**src/rtl/vector_issue_consts.svh**
```systemverilog
// Constants for the vector issue and scoreboard block.
`ifndef VECTOR_ISSUE_CONSTS_SVH
`define VECTOR_ISSUE_CONSTS_SVH
`define VREG_COUNT 16
`define VLEN_W 7
`define VLEN_RESET 7'h40
`define LS_STAGES 5
`define PIPE_COUNT 4
`define MIN_OVERLAP_LEN 7'h08
`define RESULT_GAP 1
`define FIXED_COST_DEFAULT 8'h06
`define DIV_ELEM_COST 4'h8
`define SP_ELEM_COST 4'h1
`define DP_ELEM_COST 4'h2
`define OP_LOAD 4'h0
`define OP_STORE 4'h1
`define OP_GATHER 4'h2
`define OP_SCATTER 4'h3
`define OP_FP 4'h4
`define OP_CMP 4'h5
`define OP_SHIFT 4'h6
`define OP_IMUL 4'h7
`define OP_BOOL 4'h8
`define OP_MERGE 4'h9
`define OP_DIV 4'hA
`define OP_SETLEN 4'hB
`endif

```
**src/rtl/vector_issue_pkg.sv**
```systemverilog
// Types shared by the vector issue unit and its sub-blocks.
package vector_issue_pkg;
  typedef struct packed {
    logic [3:0] opcode;
    logic [3:0] dst;
    logic [3:0] src_a;
    logic [3:0] src_b;
    logic [3:0] offs;
    logic masked;
    logic single_prec;
    logic unit_stride;
    logic [6:0] new_len;
  } vinstr_t;

  typedef struct packed {
    logic [3:0] opcode;
    logic [3:0] dst;
    logic [3:0] src_a;
    logic [3:0] src_b;
    logic single_prec;
    logic [6:0] vector_len;
  } arith_op_t;

  typedef struct packed {
    logic valid;
    logic is_store;
    logic [3:0] reg_idx;
    logic [6:0] elem_idx;
    logic paired;
  } ls_req_t;
endpackage : vector_issue_pkg

```
**src/rtl/vector_issue_scoreboard.sv**
```systemverilog
// Vector issue unit with register scoreboard, load/store and arithmetic units.
`timescale 1ns/1ns
`include "vector_issue_consts.svh"
module vector_issue_scoreboard #(
  parameter int NREGS = `VREG_COUNT,
  parameter int PIPES = `PIPE_COUNT,
  parameter logic [7:0] FIXED_COST = `FIXED_COST_DEFAULT
) (
  input wire logic clk,
  input wire logic rst_n,
  input wire logic instr_valid,
  input vector_issue_pkg::vinstr_t instr,
  output logic instr_ready,
  input wire logic mem_mgmt_ok_ack,
  output logic scalar_stall,
  output logic [6:0] element_count_reg,
  output vector_issue_pkg::ls_req_t ls_req,
  output logic arith_result_valid,
  output logic [3:0] arith_result_reg,
  output logic fpu_active,
  output logic ls_busy
);
  import vector_issue_pkg::*;
  initial begin
    if (NREGS != 16) $error("register fields are four bits; NREGS must be 16");
  end

  //////////////////////////////////////////////////////////////////////////////
  // Decode helpers.

  function automatic logic is_mem(input logic [3:0] op);
    return op == `OP_LOAD || op == `OP_STORE || op == `OP_GATHER || op == `OP_SCATTER;
  endfunction : is_mem

  function automatic logic is_read_mem(input logic [3:0] op);
    return op == `OP_LOAD || op == `OP_GATHER;
  endfunction : is_read_mem

  function automatic logic [NREGS-1:0] bit_of(input logic [3:0] r);
    return NREGS'(1) << r;
  endfunction : bit_of

  //////////////////////////////////////////////////////////////////////////////
  // State.

  logic [6:0] len_ff;
  logic mem_mgmt_ok_ack_wait_ff;
  logic [NREGS-1:0] pend_ff;
  logic mask_pend_ff;
  logic [NREGS-1:0] defer_use;
  logic [NREGS-1:0] exec_dst_bit;
  logic [NREGS-1:0] defer_dst_bit;
  logic hazard;
  logic unit_free;
  logic do_issue;
  logic arith_issue;
  logic mem_issue;
  logic len_load;
  logic defer_full;
  logic exec_valid;
  logic [3:0] exec_dst;
  logic exec_chain;
  logic defer_valid;
  arith_op_t defer_op;
  arith_op_t issue_op;
  logic done_pulse;
  logic [3:0] done_reg;
  logic ls_pipe_busy;

  //////////////////////////////////////////////////////////////////////////////
  // Scoreboard views of the arithmetic unit.

  assign exec_dst_bit = exec_valid ? bit_of(exec_dst) : '0;
  assign defer_dst_bit = defer_valid ? bit_of(defer_op.dst) : '0;
  assign defer_use = defer_valid ?
      (bit_of(defer_op.dst) | bit_of(defer_op.src_a) | bit_of(defer_op.src_b)) : '0;

  always_comb begin
    hazard = 1'b0;
    unique case (instr.opcode)
      `OP_LOAD, `OP_GATHER: begin
        // Load target must not be written now or touched by the deferred one.
        hazard = (exec_dst_bit[instr.dst] | defer_use[instr.dst]);
      end
      `OP_STORE, `OP_SCATTER: begin
        // A store reading a chainable executing result may go ahead.
        hazard = defer_dst_bit[instr.src_a]
            | (exec_dst_bit[instr.src_a] & !exec_chain);
      end
      default: hazard = 1'b0;
    endcase
    if (instr.opcode == `OP_GATHER || instr.opcode == `OP_SCATTER)
      hazard = hazard | exec_dst_bit[instr.offs] | defer_dst_bit[instr.offs];
    if (is_mem(instr.opcode) && instr.masked)
      hazard = hazard | mask_pend_ff;
    if (is_mem(instr.opcode) && pend_ff[instr.dst] && is_read_mem(instr.opcode))
      hazard = 1'b1;
  end

  // Arithmetic waits only for the deferred slot; memory never waits for a unit.
  assign unit_free = is_mem(instr.opcode) ? 1'b1 : !defer_full;
  assign len_load = instr.opcode == `OP_SETLEN;
  assign instr_ready = !mem_mgmt_ok_ack_wait_ff && (len_load || (unit_free && !hazard));
  assign do_issue = instr_valid && instr_ready;
  assign mem_issue = do_issue && is_mem(instr.opcode);
  assign arith_issue = do_issue && !is_mem(instr.opcode) && !len_load;
  assign scalar_stall = mem_mgmt_ok_ack_wait_ff;

  assign issue_op = '{opcode: instr.opcode, dst: instr.dst, src_a: instr.src_a,
                      src_b: instr.src_b, single_prec: instr.single_prec,
                      vector_len: len_ff};

  //////////////////////////////////////////////////////////////////////////////
  // Registers.

  always_ff @(posedge clk) begin
    if (!rst_n) len_ff <= `VLEN_RESET;
    else if (do_issue && len_load) len_ff <= instr.new_len;
  end

  // The acknowledge in the issue cycle itself does not count: it belongs to
  // nothing yet, so the wait always ends on a later okay.
  always_ff @(posedge clk) begin
    if (!rst_n) mem_mgmt_ok_ack_wait_ff <= 1'b0;
    else if (mem_issue) mem_mgmt_ok_ack_wait_ff <= 1'b1;
    else if (mem_mgmt_ok_ack) mem_mgmt_ok_ack_wait_ff <= 1'b0;
  end

  // Pending writes: set on arithmetic issue, cleared after the final element.
  // A new set to the same register wins over the clear.
  always_ff @(posedge clk) begin
    if (!rst_n) begin
      pend_ff <= '0;
    end else begin
      pend_ff <= (pend_ff & ~(done_pulse ? bit_of(done_reg) : '0))
          | (arith_issue ? bit_of(instr.dst) : '0);
    end
  end

  // Compare instructions write the mask register.
  always_ff @(posedge clk) begin
    if (!rst_n) mask_pend_ff <= 1'b0;
    else if (arith_issue && instr.opcode == `OP_CMP) mask_pend_ff <= 1'b1;
    else if (!exec_valid && !defer_valid) mask_pend_ff <= 1'b0;
  end

  assign element_count_reg = len_ff;

  //////////////////////////////////////////////////////////////////////////////
  // Function units.

  ls_pipe #(
    .STAGES(`LS_STAGES)
  ) u_ls (
    .clk(clk),
    .rst_n(rst_n),
    .start(mem_issue),
    .start_store(!is_read_mem(instr.opcode)),
    .start_reg(is_read_mem(instr.opcode) ? instr.dst : instr.src_a),
    .start_pair(instr.opcode == `OP_LOAD && instr.single_prec && instr.unit_stride),
    .start_len(len_ff),
    .req_out(ls_req),
    .busy(ls_pipe_busy)
  );

  arith_unit #(
    .PIPES(PIPES),
    .FIXED_COST(FIXED_COST)
  ) u_arith (
    .clk(clk),
    .rst_n(rst_n),
    .issue(arith_issue),
    .issue_op(issue_op),
    .deferred_full(defer_full),
    .exec_valid(exec_valid),
    .exec_dst(exec_dst),
    .exec_chainable(exec_chain),
    .defer_valid(defer_valid),
    .defer_op(defer_op),
    .result_valid(arith_result_valid),
    .result_reg(arith_result_reg),
    .done_pulse(done_pulse),
    .done_reg(done_reg),
    .to_fpu(fpu_active)
  );

  assign ls_busy = ls_pipe_busy;
endmodule : vector_issue_scoreboard

```
**src/rtl/ls_pipe.sv**
```systemverilog
// Five-stage load/store element pipeline.
`timescale 1ns/1ns
`include "vector_issue_consts.svh"
module ls_pipe #(
  parameter int STAGES = `LS_STAGES
) (
  input wire logic clk,
  input wire logic rst_n,
  input wire logic start,
  input wire logic start_store,
  input wire logic [3:0] start_reg,
  input wire logic start_pair,
  input wire logic [6:0] start_len,
  output vector_issue_pkg::ls_req_t req_out,
  output logic busy
);
  import vector_issue_pkg::*;
  initial begin
    if (STAGES < 1) $error("ls_pipe needs at least one stage");
  end

  ls_req_t stage_ff [STAGES];
  logic [6:0] elem_ff;
  logic [6:0] len_ff;
  logic store_ff;
  logic pair_ff;
  logic [3:0] reg_ff;
  logic active_ff;
  logic [6:0] step;
  logic any_stage;

  // A pair of single-precision unit-stride load elements moves as one request.
  assign step = pair_ff ? 7'h02 : 7'h01;

  always_ff @(posedge clk) begin
    if (!rst_n) begin
      active_ff <= 1'b0;
      elem_ff <= 7'h00;
      len_ff <= 7'h00;
      store_ff <= 1'b0;
      pair_ff <= 1'b0;
      reg_ff <= 4'h0;
    end else if (start) begin
      active_ff <= (start_len != 7'h00);
      elem_ff <= 7'h00;
      len_ff <= start_len;
      store_ff <= start_store;
      pair_ff <= start_pair;
      reg_ff <= start_reg;
    end else if (active_ff) begin
      if ({1'b0, elem_ff} + {1'b0, step} >= {1'b0, len_ff}) active_ff <= 1'b0;
      elem_ff <= elem_ff + step;
    end
  end

  // One request enters per cycle and marches down the stages.
  always_ff @(posedge clk) begin
    if (!rst_n) begin
      for (int i = 0; i < STAGES; i++) stage_ff[i] <= '0;
    end else begin
      stage_ff[0] <= '{valid: active_ff, is_store: store_ff, reg_idx: reg_ff,
                       elem_idx: elem_ff, paired: pair_ff};
      for (int i = 1; i < STAGES; i++) stage_ff[i] <= stage_ff[i-1];
    end
  end

  always_comb begin
    any_stage = 1'b0;
    for (int i = 0; i < STAGES; i++) any_stage = any_stage | stage_ff[i].valid;
  end

  assign req_out = stage_ff[STAGES-1];
  assign busy = active_ff | any_stage;
endmodule : ls_pipe

```
**src/rtl/arith_unit.sv**
```systemverilog
// Arithmetic unit sequencer: one executing and one deferred instruction.
`timescale 1ns/1ns
`include "vector_issue_consts.svh"
module arith_unit #(
  parameter int PIPES = `PIPE_COUNT,
  parameter logic [7:0] FIXED_COST = `FIXED_COST_DEFAULT
) (
  input wire logic clk,
  input wire logic rst_n,
  input wire logic issue,
  input vector_issue_pkg::arith_op_t issue_op,
  output logic deferred_full,
  output logic exec_valid,
  output logic [3:0] exec_dst,
  output logic exec_chainable,
  output logic defer_valid,
  output vector_issue_pkg::arith_op_t defer_op,
  output logic result_valid,
  output logic [3:0] result_reg,
  output logic done_pulse,
  output logic [3:0] done_reg,
  output logic to_fpu
);
  import vector_issue_pkg::*;
  initial begin
    if (PIPES < 1 || PIPES > 8) $error("arith_unit supports 1 to 8 pipelines");
  end

  arith_op_t cur_ff;
  arith_op_t def_ff;
  logic cur_v_ff;
  logic def_v_ff;
  logic [7:0] startup_ff;
  logic [3:0] pace_ff;
  logic [7:0] groups_ff;
  logic started_ff;
  logic promote;
  logic last_res;

  function automatic logic uses_fpu(input logic [3:0] op);
    return op == `OP_FP || op == `OP_CMP || op == `OP_SHIFT || op == `OP_IMUL
        || op == `OP_DIV;
  endfunction : uses_fpu

  function automatic logic [3:0] elem_cost(input arith_op_t op);
    if (op.opcode == `OP_DIV) return `DIV_ELEM_COST;
    return op.single_prec ? `SP_ELEM_COST : `DP_ELEM_COST;
  endfunction : elem_cost

  // Result groups are ceil(len / pipes); each group costs elem_cost cycles.
  function automatic logic [7:0] group_count(input logic [6:0] len);
    return 8'((int'(len) + PIPES - 1) / PIPES);
  endfunction : group_count

  // A zero-length op must still end, or its pending-write mark would never clear.
  assign last_res = cur_v_ff && started_ff && pace_ff == 4'h1 && groups_ff <= 8'h01;
  assign result_valid = cur_v_ff && started_ff && pace_ff == 4'h1;
  assign result_reg = cur_ff.dst;

  // Early start needs both on the FPU, no divide, and a long enough vector.
  // The new instruction still starts after the last result, one cycle of gap,
  // so it never outputs before the current one completes.
  always_comb begin
    promote = 1'b0;
    if (def_v_ff && (!cur_v_ff || last_res)) promote = 1'b1;
  end

  assign deferred_full = def_v_ff;

  always_ff @(posedge clk) begin
    if (!rst_n) begin
      cur_v_ff <= 1'b0;
      cur_ff <= '0;
      startup_ff <= 8'h00;
      pace_ff <= 4'h0;
      groups_ff <= 8'h00;
      started_ff <= 1'b0;
    end else if (promote || (issue && !cur_v_ff && !def_v_ff)) begin
      cur_v_ff <= 1'b1;
      cur_ff <= promote ? def_ff : issue_op;
      // An overlapped follower sees a one-cycle startup.
      if (promote && cur_v_ff && uses_fpu(cur_ff.opcode) && uses_fpu(def_ff.opcode)
          && cur_ff.opcode != `OP_DIV && def_ff.opcode != `OP_DIV
          && def_ff.vector_len >= `MIN_OVERLAP_LEN)
        startup_ff <= 8'(`RESULT_GAP);
      else
        startup_ff <= FIXED_COST;
      started_ff <= 1'b0;
      pace_ff <= elem_cost(promote ? def_ff : issue_op);
      groups_ff <= group_count(promote ? def_ff.vector_len : issue_op.vector_len);
    end else if (cur_v_ff) begin
      if (!started_ff) begin
        if (startup_ff <= 8'h01) started_ff <= 1'b1;
        else startup_ff <= startup_ff - 8'h01;
      end else if (pace_ff == 4'h1) begin
        if (groups_ff <= 8'h01) cur_v_ff <= 1'b0;
        groups_ff <= groups_ff - 8'h01;
        pace_ff <= elem_cost(cur_ff);
      end else begin
        pace_ff <= pace_ff - 4'h1;
      end
    end
  end

  always_ff @(posedge clk) begin
    if (!rst_n) begin
      def_v_ff <= 1'b0;
      def_ff <= '0;
    end else if (issue && (cur_v_ff || def_v_ff) && !promote) begin
      def_v_ff <= 1'b1;
      def_ff <= issue_op;
    end else if (promote) begin
      def_v_ff <= issue;
      def_ff <= issue ? issue_op : def_ff;
    end
  end

  always_ff @(posedge clk) begin
    if (!rst_n) begin
      done_pulse <= 1'b0;
      done_reg <= 4'h0;
    end else begin
      done_pulse <= last_res;
      done_reg <= cur_ff.dst;
    end
  end

  assign exec_valid = cur_v_ff;
  assign exec_dst = cur_ff.dst;
  assign exec_chainable = cur_v_ff && cur_ff.opcode != `OP_DIV;
  assign defer_valid = def_v_ff;
  assign defer_op = def_ff;
  assign to_fpu = cur_v_ff && uses_fpu(cur_ff.opcode);
endmodule : arith_unit

```
**config.mk**
```make
export PLATFORM = sky130hd
export DESIGN_NAME = vector_issue_scoreboard
export DESIGN_NICKNAME = d
export VERILOG_FILES = /design/src/rtl/vector_issue_pkg.sv /design/src/rtl/vector_issue_scoreboard.sv /design/src/rtl/ls_pipe.sv /design/src/rtl/arith_unit.sv
export VERILOG_INCLUDE_DIRS = /design/src /design/src/rtl
export SDC_FILE = /design/constraint.sdc
export NUM_CORES = 1
export LEC_CHECK = 0
export ABC_AREA = 1
export BUFFER_PORTS_ARGS = -buffer_cell sky130_fd_sc_hd__buf_2
export CAP_MARGIN = 15
export CORE_ASPECT_RATIO = 1.75
export CORE_UTILIZATION = 35
export DETAILED_ROUTE_END_ITERATION = 8
export PLACE_DENSITY_LB_ADDON = 0.25
export SYNTH_ARGS = -nofsm -noshare
export SYNTH_HDL_FRONTEND = slang
export SYNTH_SLANG_ARGS = --single-unit
```
**constraint.sdc**
```tcl
create_clock -name clk -period 5.45 [get_ports clk]
set_clock_uncertainty 0.05 [all_clocks]
set_input_delay 0.2725 -clock clk [delete_from_list [all_inputs] [get_ports clk]]
set_output_delay 0.2725 -clock clk [all_outputs]
set_load 0.01 [all_outputs]
```
==> impl_metrics.json, run 1 <==
{
  "status": "complete, no violations",
  "global_router_s_overall_resource_usage_pct": 20.3,
  "grt_first_pass_wirelength_um": 41700,
  "synth.distinct_cells": 53,
  "fin_tns_setup_ns": 0,
  "worst_hold_path_type": "input pin to register",
  "wl_um": 25800,
  "final_antenna_net_count": 0,
  "syn_nets": 1376,
  "critical_path_required_ns": 5.72,
  "antenna_found_initial": 0,
  "num_antenna_cells": 0,
  "hold_viol": 0,
  "post_dr_vias_cell": 5.09,
  "cellPowerDensity_mw_per_mm2": 325,
  "clock_insertion_delay_worst_skew_ns": 0.44,
  "yosys_warnings": 0,
  "timing.final.max_slew_violations": 0,
  "setup.worst_path.end_class": "register",
  "place.detailed.hpwl_um": 18900,
  "synth-edff-count": 0,
  "die_footprint_mm2": 0.0267,
  "die_w_um": 124,
  "setup.worst_path.class": "register to register",
  "detailed_route_wire_length_per_cell_um": 15.5,
  "portBuffers": 63,
  "first_iter_violations": 688,
  "grt_remaining_overflow": 0,
  "number_of_placement_rows": 77,
  "number_of_detailed_route_iterations_in_the_first_pass": 7,
  "tritoncts_buffer_count": 17,
  "total_area_of_multi_input_combinational_cells_mm2": 0.00442,
  "ctsRootBufferMaster": "sky130_fd_sc_hd__clkbuf_16",
  "synthesis.area_mm2": 0.00911,
  "clk_pin_slew_worst_paths_ns": 0.08,
  "maxClockFrequency_mhz": 240,
  "clock_tree_from_tritoncts": "done",
  "worst-slew-pin-transition_ns": 0.876,
  "regMostFlops": "u_ls.stage_ff",
  "min_period_ns": 4.17,
  "avg_inst_size_synth_um2": 6.87,
  "postCtsSetupBuffers": 0,
  "stdcell_count": 1659,
  "timing.critical_path.arrival_ns": 4.44,
  "clock_sinks": 177,
  "tightest_slew_margin_relative_to_the_limit_pct": 41.5,
  "post_cts_resized": 0,
  "gp_congestion": 0.968,
  "dr_total_vias": 8447,
  "ctsHoldBuffers": 0,
  "largest_register_ff_count": 70,
  "sequential_cell_area_mm2": 0.00354,
  "synth_seq_area_share_pct": 38.9,
  "drc_errors": 0,
  "total_leakage_power_uw": 0.00468,
  "numPlacedInstances": 1627,
  "start_util_pct": 35.8,
  "timing.final.crit_share_pct": 76.6,
  "grt_pass1_vias": 8158,
  "yosys_register_bits": 177,
  "grt_setup_unrepaired": "false",
  "critical_path_launch_point_type": "register",
  "yosys_most_used_dff": "sky130_fd_sc_hd__dfxtp_1",
  "syn-instance-count": 1326,
  "asyncSetResetFlopFracSynth_pct": 0,
  "die_height_um": 215,
  "vdd.ir_drop.worst_v": 0.000283,
  "synthToLayoutAreaGrowth_pct": 10.3,
  "grt_start_max_net_pins": 78,
  "ioPinCount": 64,
  "fillers": 2774,
  "finalSetupViolCount": 0,
  "max_capacitance_violation_total": 0,
  "clock_tree.htree_level_count": 4,
  "drive_above_1_share_pct": 10.1,
  "num-nets-final": 1380,
  "critical_path.max_fanout": 22,
  "clock_path_buffers": 2,
  "core_region_mm2": 0.0254
}
[power breakdown]
part	internal, µW	switching, µW	total (µW)
combinational	190	364	555
sequential	1350	64.5	1410
clock	714	589	1300
[critical path, stage by stage, from the launching register on]
cell                       delay [ns]
sky130_fd_sc_hd__dfxtp_1         0.79
sky130_fd_sc_hd__clkinv_1        0.64
sky130_fd_sc_hd__nand2_1         0.29
sky130_fd_sc_hd__o21ai_0         0.11
sky130_fd_sc_hd__a21oi_1         0.19
sky130_fd_sc_hd__nor2_1          0.06
sky130_fd_sc_hd__nor2_1          0.12
sky130_fd_sc_hd__nand2_1         0.06
sky130_fd_sc_hd__nand3_1         0.08
sky130_fd_sc_hd__nand2_1         0.05
sky130_fd_sc_hd__nand2_1         0.05
sky130_fd_sc_hd__nand3_1         0.10
sky130_fd_sc_hd__nand2_1         0.10
sky130_fd_sc_hd__nand3_1         0.07
sky130_fd_sc_hd__inv_1           0.26
sky130_fd_sc_hd__nand2_1         0.49
sky130_fd_sc_hd__nand2_1         0.43
sky130_fd_sc_hd__o22ai_1         0.10
[cells by family after synthesis]
group	Yosys count	synth area share, %
buffers and inverters	268	12.6
AOI/OAI and AO/OA	211	13.4
DFF	177	38.9
adders and majority gates	16	2.28
xor gates and xnor gates	21	2.02
and+or+nand+nor	632	30.7
muxes	1	0.110
[worst paths after layout]
check	startpoint	to	slack, ns	cells past startpoint
max	u_arith.defer_op[19]	u_ls.pair_ff	1.28	17
min	instr[4]	element_count_reg[4]	0.06	3
max reg2reg	u_arith.defer_op[19]	u_ls.pair_ff	1.28	17
min reg2reg	u_ls.stage_ff[0][10]	u_ls.stage_ff[0][24]	0.35	2
[stage by stage]
step / worst slack, ns / instance area (µm²) / hold WS (ns) / utilization, % / total power (µW)
after floorplan: 2.62 / 9110 / 0.340 / - / 1860
after global placement: 1.44 / 9420 / 0.342 / 37.0 / 1990
after detailed placement: 1.32 / 9420 / 0.345 / 37.0 / 2000
after CTS: 1.27 / 10100 / 0.0422 / 39.5 / 3300
after global routing: 0.757 / 10100 / 0.0575 / 39.5 / 3440
final: 1.28 / 10100 / 0.0584 / 39.5 / 3270
[synthesized netlist by cell type (2+ instances only)]
cell,n,area [µm²]
sky130_fd_sc_hd__o21ai_0,52,260
sky130_fd_sc_hd__a31oi_1,8,50.1
sky130_fd_sc_hd__nor2_1,119,447
sky130_fd_sc_hd__nor3_1,16,80.1
sky130_fd_sc_hd__o311ai_1,2,17.5
sky130_fd_sc_hd__o21bai_1,2,15.0
sky130_fd_sc_hd__nand4_2,2,25.0
sky130_fd_sc_hd__nand4_1,42,263
sky130_fd_sc_hd__o21a_1,5,37.5
sky130_fd_sc_hd__o211ai_1,12,90.1
sky130_fd_sc_hd__a21oi_1,85,425
sky130_fd_sc_hd__o2111ai_1,9,78.8
sky130_fd_sc_hd__or2_2,2,12.5
sky130_fd_sc_hd__xor2_1,15,131
sky130_fd_sc_hd__inv_1,167,627
sky130_fd_sc_hd__o21ai_1,9,45.0
sky130_fd_sc_hd__clkbuf_1,30,113
sky130_fd_sc_hd__inv_2,8,30.0
sky130_fd_sc_hd__a22oi_1,3,22.5
sky130_fd_sc_hd__or2_1,3,18.8
sky130_fd_sc_hd__xnor2_1,6,52.6
sky130_fd_sc_hd__nand2_1,302,1130
sky130_fd_sc_hd__nor4_1,6,37.5
sky130_fd_sc_hd__nand3_1,119,596
sky130_fd_sc_hd__o31ai_1,2,15.0
sky130_fd_sc_hd__nand2_2,6,37.5
sky130_fd_sc_hd__o22ai_1,7,43.8
sky130_fd_sc_hd__a32oi_1,3,26.3
sky130_fd_sc_hd__ha_1,15,188
sky130_fd_sc_hd__buf_6,2,22.5
sky130_fd_sc_hd__a211oi_1,6,45.0
sky130_fd_sc_hd__buf_2,28,140
sky130_fd_sc_hd__nor2_2,4,25.0
sky130_fd_sc_hd__a21oi_2,3,26.3
sky130_fd_sc_hd__nor2_4,3,33.8
sky130_fd_sc_hd__buf_4,24,180
sky130_fd_sc_hd__clkinv_1,7,26.3
sky130_fd_sc_hd__dfxtp_1,177,3540
[metal layers]
metal / track usage [%] / up-vias / part of all wire [%]
met5: 0 / - / 0
met2: 36.3 / 207 / 52
met3: 3.70 / 72 / 4.2
met1: 21.9 / 3868 / 39
li1: - / 4300 / -
met4: 11.5 / 0 / 4.7
[layout by cell type, fill, tap and decap left out, drive strengths merged, types with 7 or more instances in the layout]
master | synthesis | final
a31oi | 8 | 8
inv | 176 | 181
ha | 15 | 15
dfxtp | 177 | 177
o2111ai | 9 | 9
nand2 | 309 | 309
nor3 | 17 | 17
nor4 | 7 | 7
o22ai | 7 | 7
o211ai | 12 | 12
o21ai | 61 | 61
buf | 55 | 70
nand4 | 44 | 44
nand3 | 119 | 119
clkbuf | 30 | 18
xor2 | 15 | 15
clkinv | 7 | 14
a21oi | 88 | 88
nor2 | 127 | 127
[area by class of cell]
| class | instances | area share (%) |
|---|---|---|
| clock inverter | 14 | 1.94 |
| multi-input combinational | 881 | 44.0 |
| inverter | 183 | 6.86 |
| tap | 316 | 3.93 |
| sequential | 177 | 35.2 |
| timing repair buffer | 70 | 3.68 |
| clock buffer | 18 | 4.37 |
(Power assumes the default switching activity.)
==> run 2: changes to the inputs <==
==> constraint.sdc (replaced) <==
create_clock -name clk -period 3.5 [get_ports clk]
set_clock_uncertainty 0.05 [all_clocks]
set_input_delay 0.175 -clock clk [delete_from_list [all_inputs] [get_ports clk]]
set_output_delay 0.175 -clock clk [all_outputs]
set_load 0.01 [all_outputs]
==> impl_metrics.json, run 2 (same netlist as run 1, synthesis figures left out) <==
{
  "grt_remaining_overflow": 0,
  "finalSetupViolCount": 0,
  "drive_above_1_share_pct": 11.5,
  "clock_path_buffers": 2,
  "critical_path.max_fanout": 18,
  "fillers": 2751,
  "clock_insertion_delay_worst_skew_ns": 0.45,
  "min_period_ns": 3.21,
  "max_capacitance_violation_total": 0,
  "stdcell_count": 1693,
  "critical_path_launch_point_type": "register",
  "largest_register_ff_count": 70,
  "fin_tns_setup_ns": 0,
  "worst_hold_path_type": "input pin to register",
  "cellPowerDensity_mw_per_mm2": 490,
  "met3RoutedLength_um": 1150,
  "route.layer.met1.wl_um": 10100,
  "wl_um": 26300,
  "num_antenna_cells": 0,
  "ctsRootBufferMaster": "sky130_fd_sc_hd__clkbuf_16",
  "clock_tree_from_tritoncts": "done",
  "final_common_cell": "sky130_fd_sc_hd__nand2_1",
  "finish.utilization_pct": 40.7,
  "worst_setup_path_endpoint": "u_arith.groups_ff[4]",
  "place.detailed.hpwl_um": 19600,
  "grt_start_max_net_pins": 50,
  "clk_pin_slew_worst_paths_ns": 0.07,
  "antenna_found_initial": 0,
  "timing.critical_path.arrival_ns": 3.50,
  "minimum_setup_slack_in_the_final_design_ns": 0.291,
  "tritoncts_buffer_count": 17,
  "detailroute.wirelength.met2_um": 13600,
  "p_total_uw": 5070,
  "gp_congestion": 0.943,
  "critical_path.max_stage_delay_ns": 0.43,
  "post_dr_vias_cell": 5.15,
  "portBuffers": 63,
  "place_worst_setup_slack_ns": 0.309,
  "tightest_slew_margin_relative_to_the_limit_pct": 37.0,
  "worst_setup_path_startpoint": "u_arith.groups_ff[0]",
  "critical_path_required_ns": 3.79,
  "layout.cells.most_common_list": "302 x sky130_fd_sc_hd__nand2_1, 177 x sky130_fd_sc_hd__dfxtp_1, 167 x sky130_fd_sc_hd__inv_1",
  "vdd.ir_drop.worst_v": 0.000351,
  "first_iter_violations": 613,
  "final_antenna_net_count": 0,
  "grt_setup_unrepaired": "false",
  "ioPinCount": 64,
  "regToRegSetupSlack_ns": 0.29,
  "global_router_s_overall_resource_usage_pct": 20.5,
  "clock_tree.htree_level_count": 4,
  "synthToLayoutAreaGrowth_pct": 13.6,
  "number_of_detailed_route_iterations_in_the_first_pass": 5,
  "topRoutingLayerUsed": "met4",
  "setup.worst_path.class": "register to register",
  "r2r_end": "u_arith.groups_ff[4]",
  "status": "complete, no violations",
  "critical_path.reg2reg.startpoint": "u_arith.groups_ff[0]",
  "detailed_route_wire_length_per_cell_um": 15.5,
  "timing.critical_path.cells": "inv_1, ha_1, nor2_1, nor4_2, a21oi_2, nor2_8, inv_4, o21ai_1, nand2_2, nor2_2, inv_2, or2_1, or2_1, nand3_1, and2_1, nor2_1",
  "drc_errors": 0,
  "total_leakage_power_uw": 0.00484,
  "grt_pass1_vias": 8321,
  "die_w_um": 124,
  "start_util_pct": 35.8,
  "regMostFlops": "u_ls.stage_ff",
  "die_footprint_mm2": 0.0267,
  "numPlacedInstances": 1650,
  "grt_first_pass_wirelength_um": 41900,
  "core_region_mm2": 0.0254,
  "worst-slew-pin-transition_ns": 0.943,
  "reg2reg_depth": 16,
  "num-nets-final": 1414,
  "die_height_um": 215,
  "critical_path.slowest_cell": "sky130_fd_sc_hd__nor4_2",
  "clock_sinks": 177,
  "timing.final.crit_share_pct": 91.7,
  "number_of_placement_rows": 77,
  "timing.final.max_slew_violations": 0,
  "maxClockFrequency_mhz": 312,
  "dr_total_vias": 8721,
  "setup.worst_path.end_class": "register",
  "hold_viol": 0
}
## run 2: cell count changes in the layout (fill, tap and decap cells not counted), sizes merged
cell	previous run	this run
clkbuf	18	17
dlygate4sd3	0	11
bufinv	2	1
clkinvlp	0	2
buf	70	93
## run 2: layout make-up
type / count / area [µm²] / share of cell area [%]
well taps: 316 / 395 / 3.82
multi-input cells: 881 / 4430 / 42.8
flip-flops and latches: 177 / 3540 / 34.2
clock inverters: 15 / 191 / 1.85
inverters: 183 / 689 / 6.66
clock buffers: 17 / 425 / 4.11
repair buffers: 104 / 678 / 6.55
## run 2: power by group
part | internal (µW) | switching (µW) | total (µW)
Sequential | 2100 | 84.6 | 2180
Clock | 1030 | 930 | 1960
Combinational | 328 | 597 | 925
## run 2: stage by stage
stage | instance area, µm² | hold slack, ns
detailed placement | 9620 | 0.347
CTS | 10300 | 0.0205
global placement | 9620 | 0.342
finish | 10300 | 0.0270
floorplan | 9110 | 0.279
global route | 10300 | 0.0292
## run 2: timing repair
action,in CTS,in global routing
hold buffers,11,0
resized for setup,0,1
endpoints found under the setup margin,0,2
buffers inserted,0,0
hold endpoints to repair,11,0
## run 2: layer usage
metal  track usage, %  up-vias
met3             3.70       80
met1             21.7     4015
met5                0        -
met2             36.8      256
li1                 -     4370
met4             12.1        0
## run 2: worst max-delay path: cells and delay by family (launching register included)
family	cells	cell delay, ns
AO/OA/AOI/OAI	2	0.46
adder cells (fa/ha/maj)	1	0.25
AND/OR/NAND/NOR	10	1.71
buffers and inverters	3	0.30
flip-flops	1	0.33
## run 2: worst min-delay path by stage
stage                    startpoint              endpoint  slack, ns  depth (start not counted)
6_report                  instr[15]   u_arith.defer_op[9]       0.03                          3
5_1_grt                   instr[26]          mask_pend_ff       0.03                          3
4_1_cts                   instr[29]  u_arith.defer_op[23]       0.02                          3
3_5_place_dp   u_ls.stage_ff[0][48]  u_ls.stage_ff[0][62]       0.35                          2
3_3_place_gp   u_ls.stage_ff[0][32]  u_ls.stage_ff[0][46]       0.34                          2
2_1_floorplan              instr[6]  element_count_reg[6]       0.28                          2
==> run 3: changes to the inputs <==
--- a/config.mk
+++ b/config.mk
@@ -7,11 +7,12 @@
 export NUM_CORES = 1
 export LEC_CHECK = 0
 export ABC_AREA = 1
-export BUFFER_PORTS_ARGS = -buffer_cell sky130_fd_sc_hd__buf_2
 export CAP_MARGIN = 15
 export CORE_ASPECT_RATIO = 1.75
+export CORE_MARGIN = 2
 export CORE_UTILIZATION = 35
 export DETAILED_ROUTE_END_ITERATION = 8
+export DONT_BUFFER_PORTS = 1
 export PLACE_DENSITY_LB_ADDON = 0.25
 export SYNTH_ARGS = -nofsm -noshare
 export SYNTH_HDL_FRONTEND = slang
==> constraint.sdc (replaced) <==
create_clock -name clk -period 3.5 [get_ports clk]
set_clock_uncertainty 0.05 [all_clocks]
set_input_delay 0.7 -clock clk [delete_from_list [all_inputs] [get_ports clk]]
set_output_delay 0.7 -clock clk [all_outputs]
set_load 0.01 [all_outputs]
==> impl_metrics.json, run 3 (same netlist as run 1, synthesis figures left out) <==
{
  "tightest_slew_margin_relative_to_the_limit_pct": 58.6,
  "drc_errors": 0,
  "ctsRootBufferMaster": "sky130_fd_sc_hd__clkbuf_16",
  "regMostFlops": "u_ls.stage_ff",
  "fillers": 2808,
  "worst_hold_path_type": "input pin to register",
  "gp_congestion": 0.928,
  "global_router_s_overall_resource_usage_pct": 19.0,
  "vdd.ir_drop.worst_v": 0.000369,
  "hold_viol": 0,
  "core_region_mm2": 0.0258,
  "drive_above_1_share_pct": 8.61,
  "ctsHoldBuffers": 0,
  "layout.cells.most_common_list": "302 x sky130_fd_sc_hd__nand2_1, 167 x sky130_fd_sc_hd__inv_1, 166 x sky130_fd_sc_hd__dfxtp_1",
  "synthToLayoutAreaGrowth_pct": 9.27,
  "setup.worst_path.end_class": "output port",
  "min_period_ns": 3.27,
  "clock_path_buffers": 2,
  "critical_path_required_ns": 2.75,
  "num-nets-final": 1338,
  "critical_path_launch_point_type": "register",
  "setup.worst_path.class": "register to output port",
  "fin_tns_setup_ns": 0,
  "clock_tree.htree_level_count": 4,
  "finalSetupViolCount": 0,
  "start_util_pct": 35.4,
  "largest_register_ff_count": 70,
  "clock_insertion_delay_worst_skew_ns": 0.44,
  "die_height_um": 217,
  "die_w_um": 126,
  "ioPinCount": 64,
  "wl_um": 25300,
  "grt_setup_unrepaired": "false",
  "place.detailed.hpwl_um": 18500,
  "place_worst_setup_slack_ns": 0.440,
  "clk_pin_slew_worst_paths_ns": 0.07,
  "minimum_setup_slack_in_the_final_design_ns": 0.231,
  "number_of_placement_rows": 78,
  "detailed_route_wire_length_per_cell_um": 15.6,
  "portBuffers": 0,
  "clock_tree_from_tritoncts": "done",
  "number_of_detailed_route_iterations_in_the_first_pass": 5,
  "worst-slew-pin-transition_ns": 0.618,
  "tritoncts_buffer_count": 17,
  "timing.final.crit_share_pct": 93.4,
  "final_antenna_net_count": 0,
  "total_leakage_power_uw": 0.00450,
  "timing.critical_path.arrival_ns": 2.52,
  "antenna_found_initial": 1,
  "first_iter_violations": 561,
  "status": "complete, no violations",
  "clock_sinks": 177,
  "grt_pass1_vias": 8129,
  "dr_total_vias": 8322,
  "post_dr_vias_cell": 5.13,
  "max_capacitance_violation_total": 0,
  "grt_start_max_net_pins": 125,
  "final_common_cell": "sky130_fd_sc_hd__nand2_1",
  "regToRegSetupSlack_ns": 0.45,
  "grt_first_pass_wirelength_um": 41600,
  "maxClockFrequency_mhz": 306,
  "num_antenna_cells": 0,
  "die_footprint_mm2": 0.0274,
  "cellPowerDensity_mw_per_mm2": 504,
  "critical_path.max_fanout": 6,
  "timing.final.max_slew_violations": 0,
  "grt_remaining_overflow": 0
}
-- run 3: through the flow --
step / hold WS (ns) / std cells / utilization, % / total power (µW) / area, µm²
6_report: 0.315 / 1621 / 38.6 / 5020 / 9960
5_1_grt: 0.297 / 1621 / 38.6 / 5290 / 9960
4_1_cts: 0.289 / 1618 / 38.4 / 5080 / 9890
3_5_place_dp: 0.346 / 1586 / 36.0 / 3070 / 9280
3_3_place_gp: 0.343 / 1586 / 36.0 / 3070 / 9280
2_1_floorplan: 0.340 / 1326 / - / 2890 / 9110
-- run 3: path summary, 6_finish.rpt --
kind / start / end / cells after the start
setup reg to reg: u_ls.pair_ff / u_ls.active_ff / 14
setup / recovery: u_arith.defer_op[17] / instr_ready / 17
hold / removal: rst_n / u_ls.stage_ff[0][57] / 2
hold reg to reg: u_ls.stage_ff[0][5] / u_ls.stage_ff[0][19] / 2
-- run 3: worst max-delay path: stages (launching register included) --
cell and delay (ns):
sky130_fd_sc_hd__dfxtp_2 0.37, sky130_fd_sc_hd__inv_1 0.13, sky130_fd_sc_hd__nand2_1 0.08, sky130_fd_sc_hd__nor2_1 0.34
sky130_fd_sc_hd__nand3_1 0.15, sky130_fd_sc_hd__nand3_1 0.11, sky130_fd_sc_hd__nand2_1 0.05, sky130_fd_sc_hd__nand2_1 0.05
sky130_fd_sc_hd__nand2_1 0.04, sky130_fd_sc_hd__nand2_1 0.05, sky130_fd_sc_hd__nand3_1 0.06, sky130_fd_sc_hd__nand2_1 0.10
sky130_fd_sc_hd__nand2_1 0.07, sky130_fd_sc_hd__nand2_1 0.06, sky130_fd_sc_hd__nand2_1 0.04, sky130_fd_sc_hd__nand3_1 0.13
sky130_fd_sc_hd__a21oi_2 0.08, sky130_fd_sc_hd__buf_4 0.17
-- run 3: cell type report --
| type | instances | area (µm²) | area share (%) |
|---|---|---|---|
| flip-flops and latches | 177 | 3560 | 35.7 |
| clock inverters | 13 | 170 | 1.71 |
| repair buffers | 28 | 248 | 2.49 |
| well taps | 320 | 400 | 4.02 |
| inverters | 183 | 708 | 7.11 |
| clock buffers | 19 | 443 | 4.45 |
| multi-input cells | 881 | 4430 | 44.5 |
-- run 3: report_power, final --
group	switching, µW	internal [µW]
logic	532	308
registers	94.8	2100
clock network	883	1100
total	1510	3510
-- run 3: metal layers --
layer | global-route usage, % | part of all wire, %
met1 | 20.7 | 39
met2 | 33.7 | 51
met4 | 10.1 | 4.5
met3 | 4.78 | 5.5
met5 | 0 | 0.047
-- run 3: timing repair --
item,in CTS,in global routing
gates resized for setup,0,21
buffers inserted,0,3
endpoints found under the setup margin,0,2
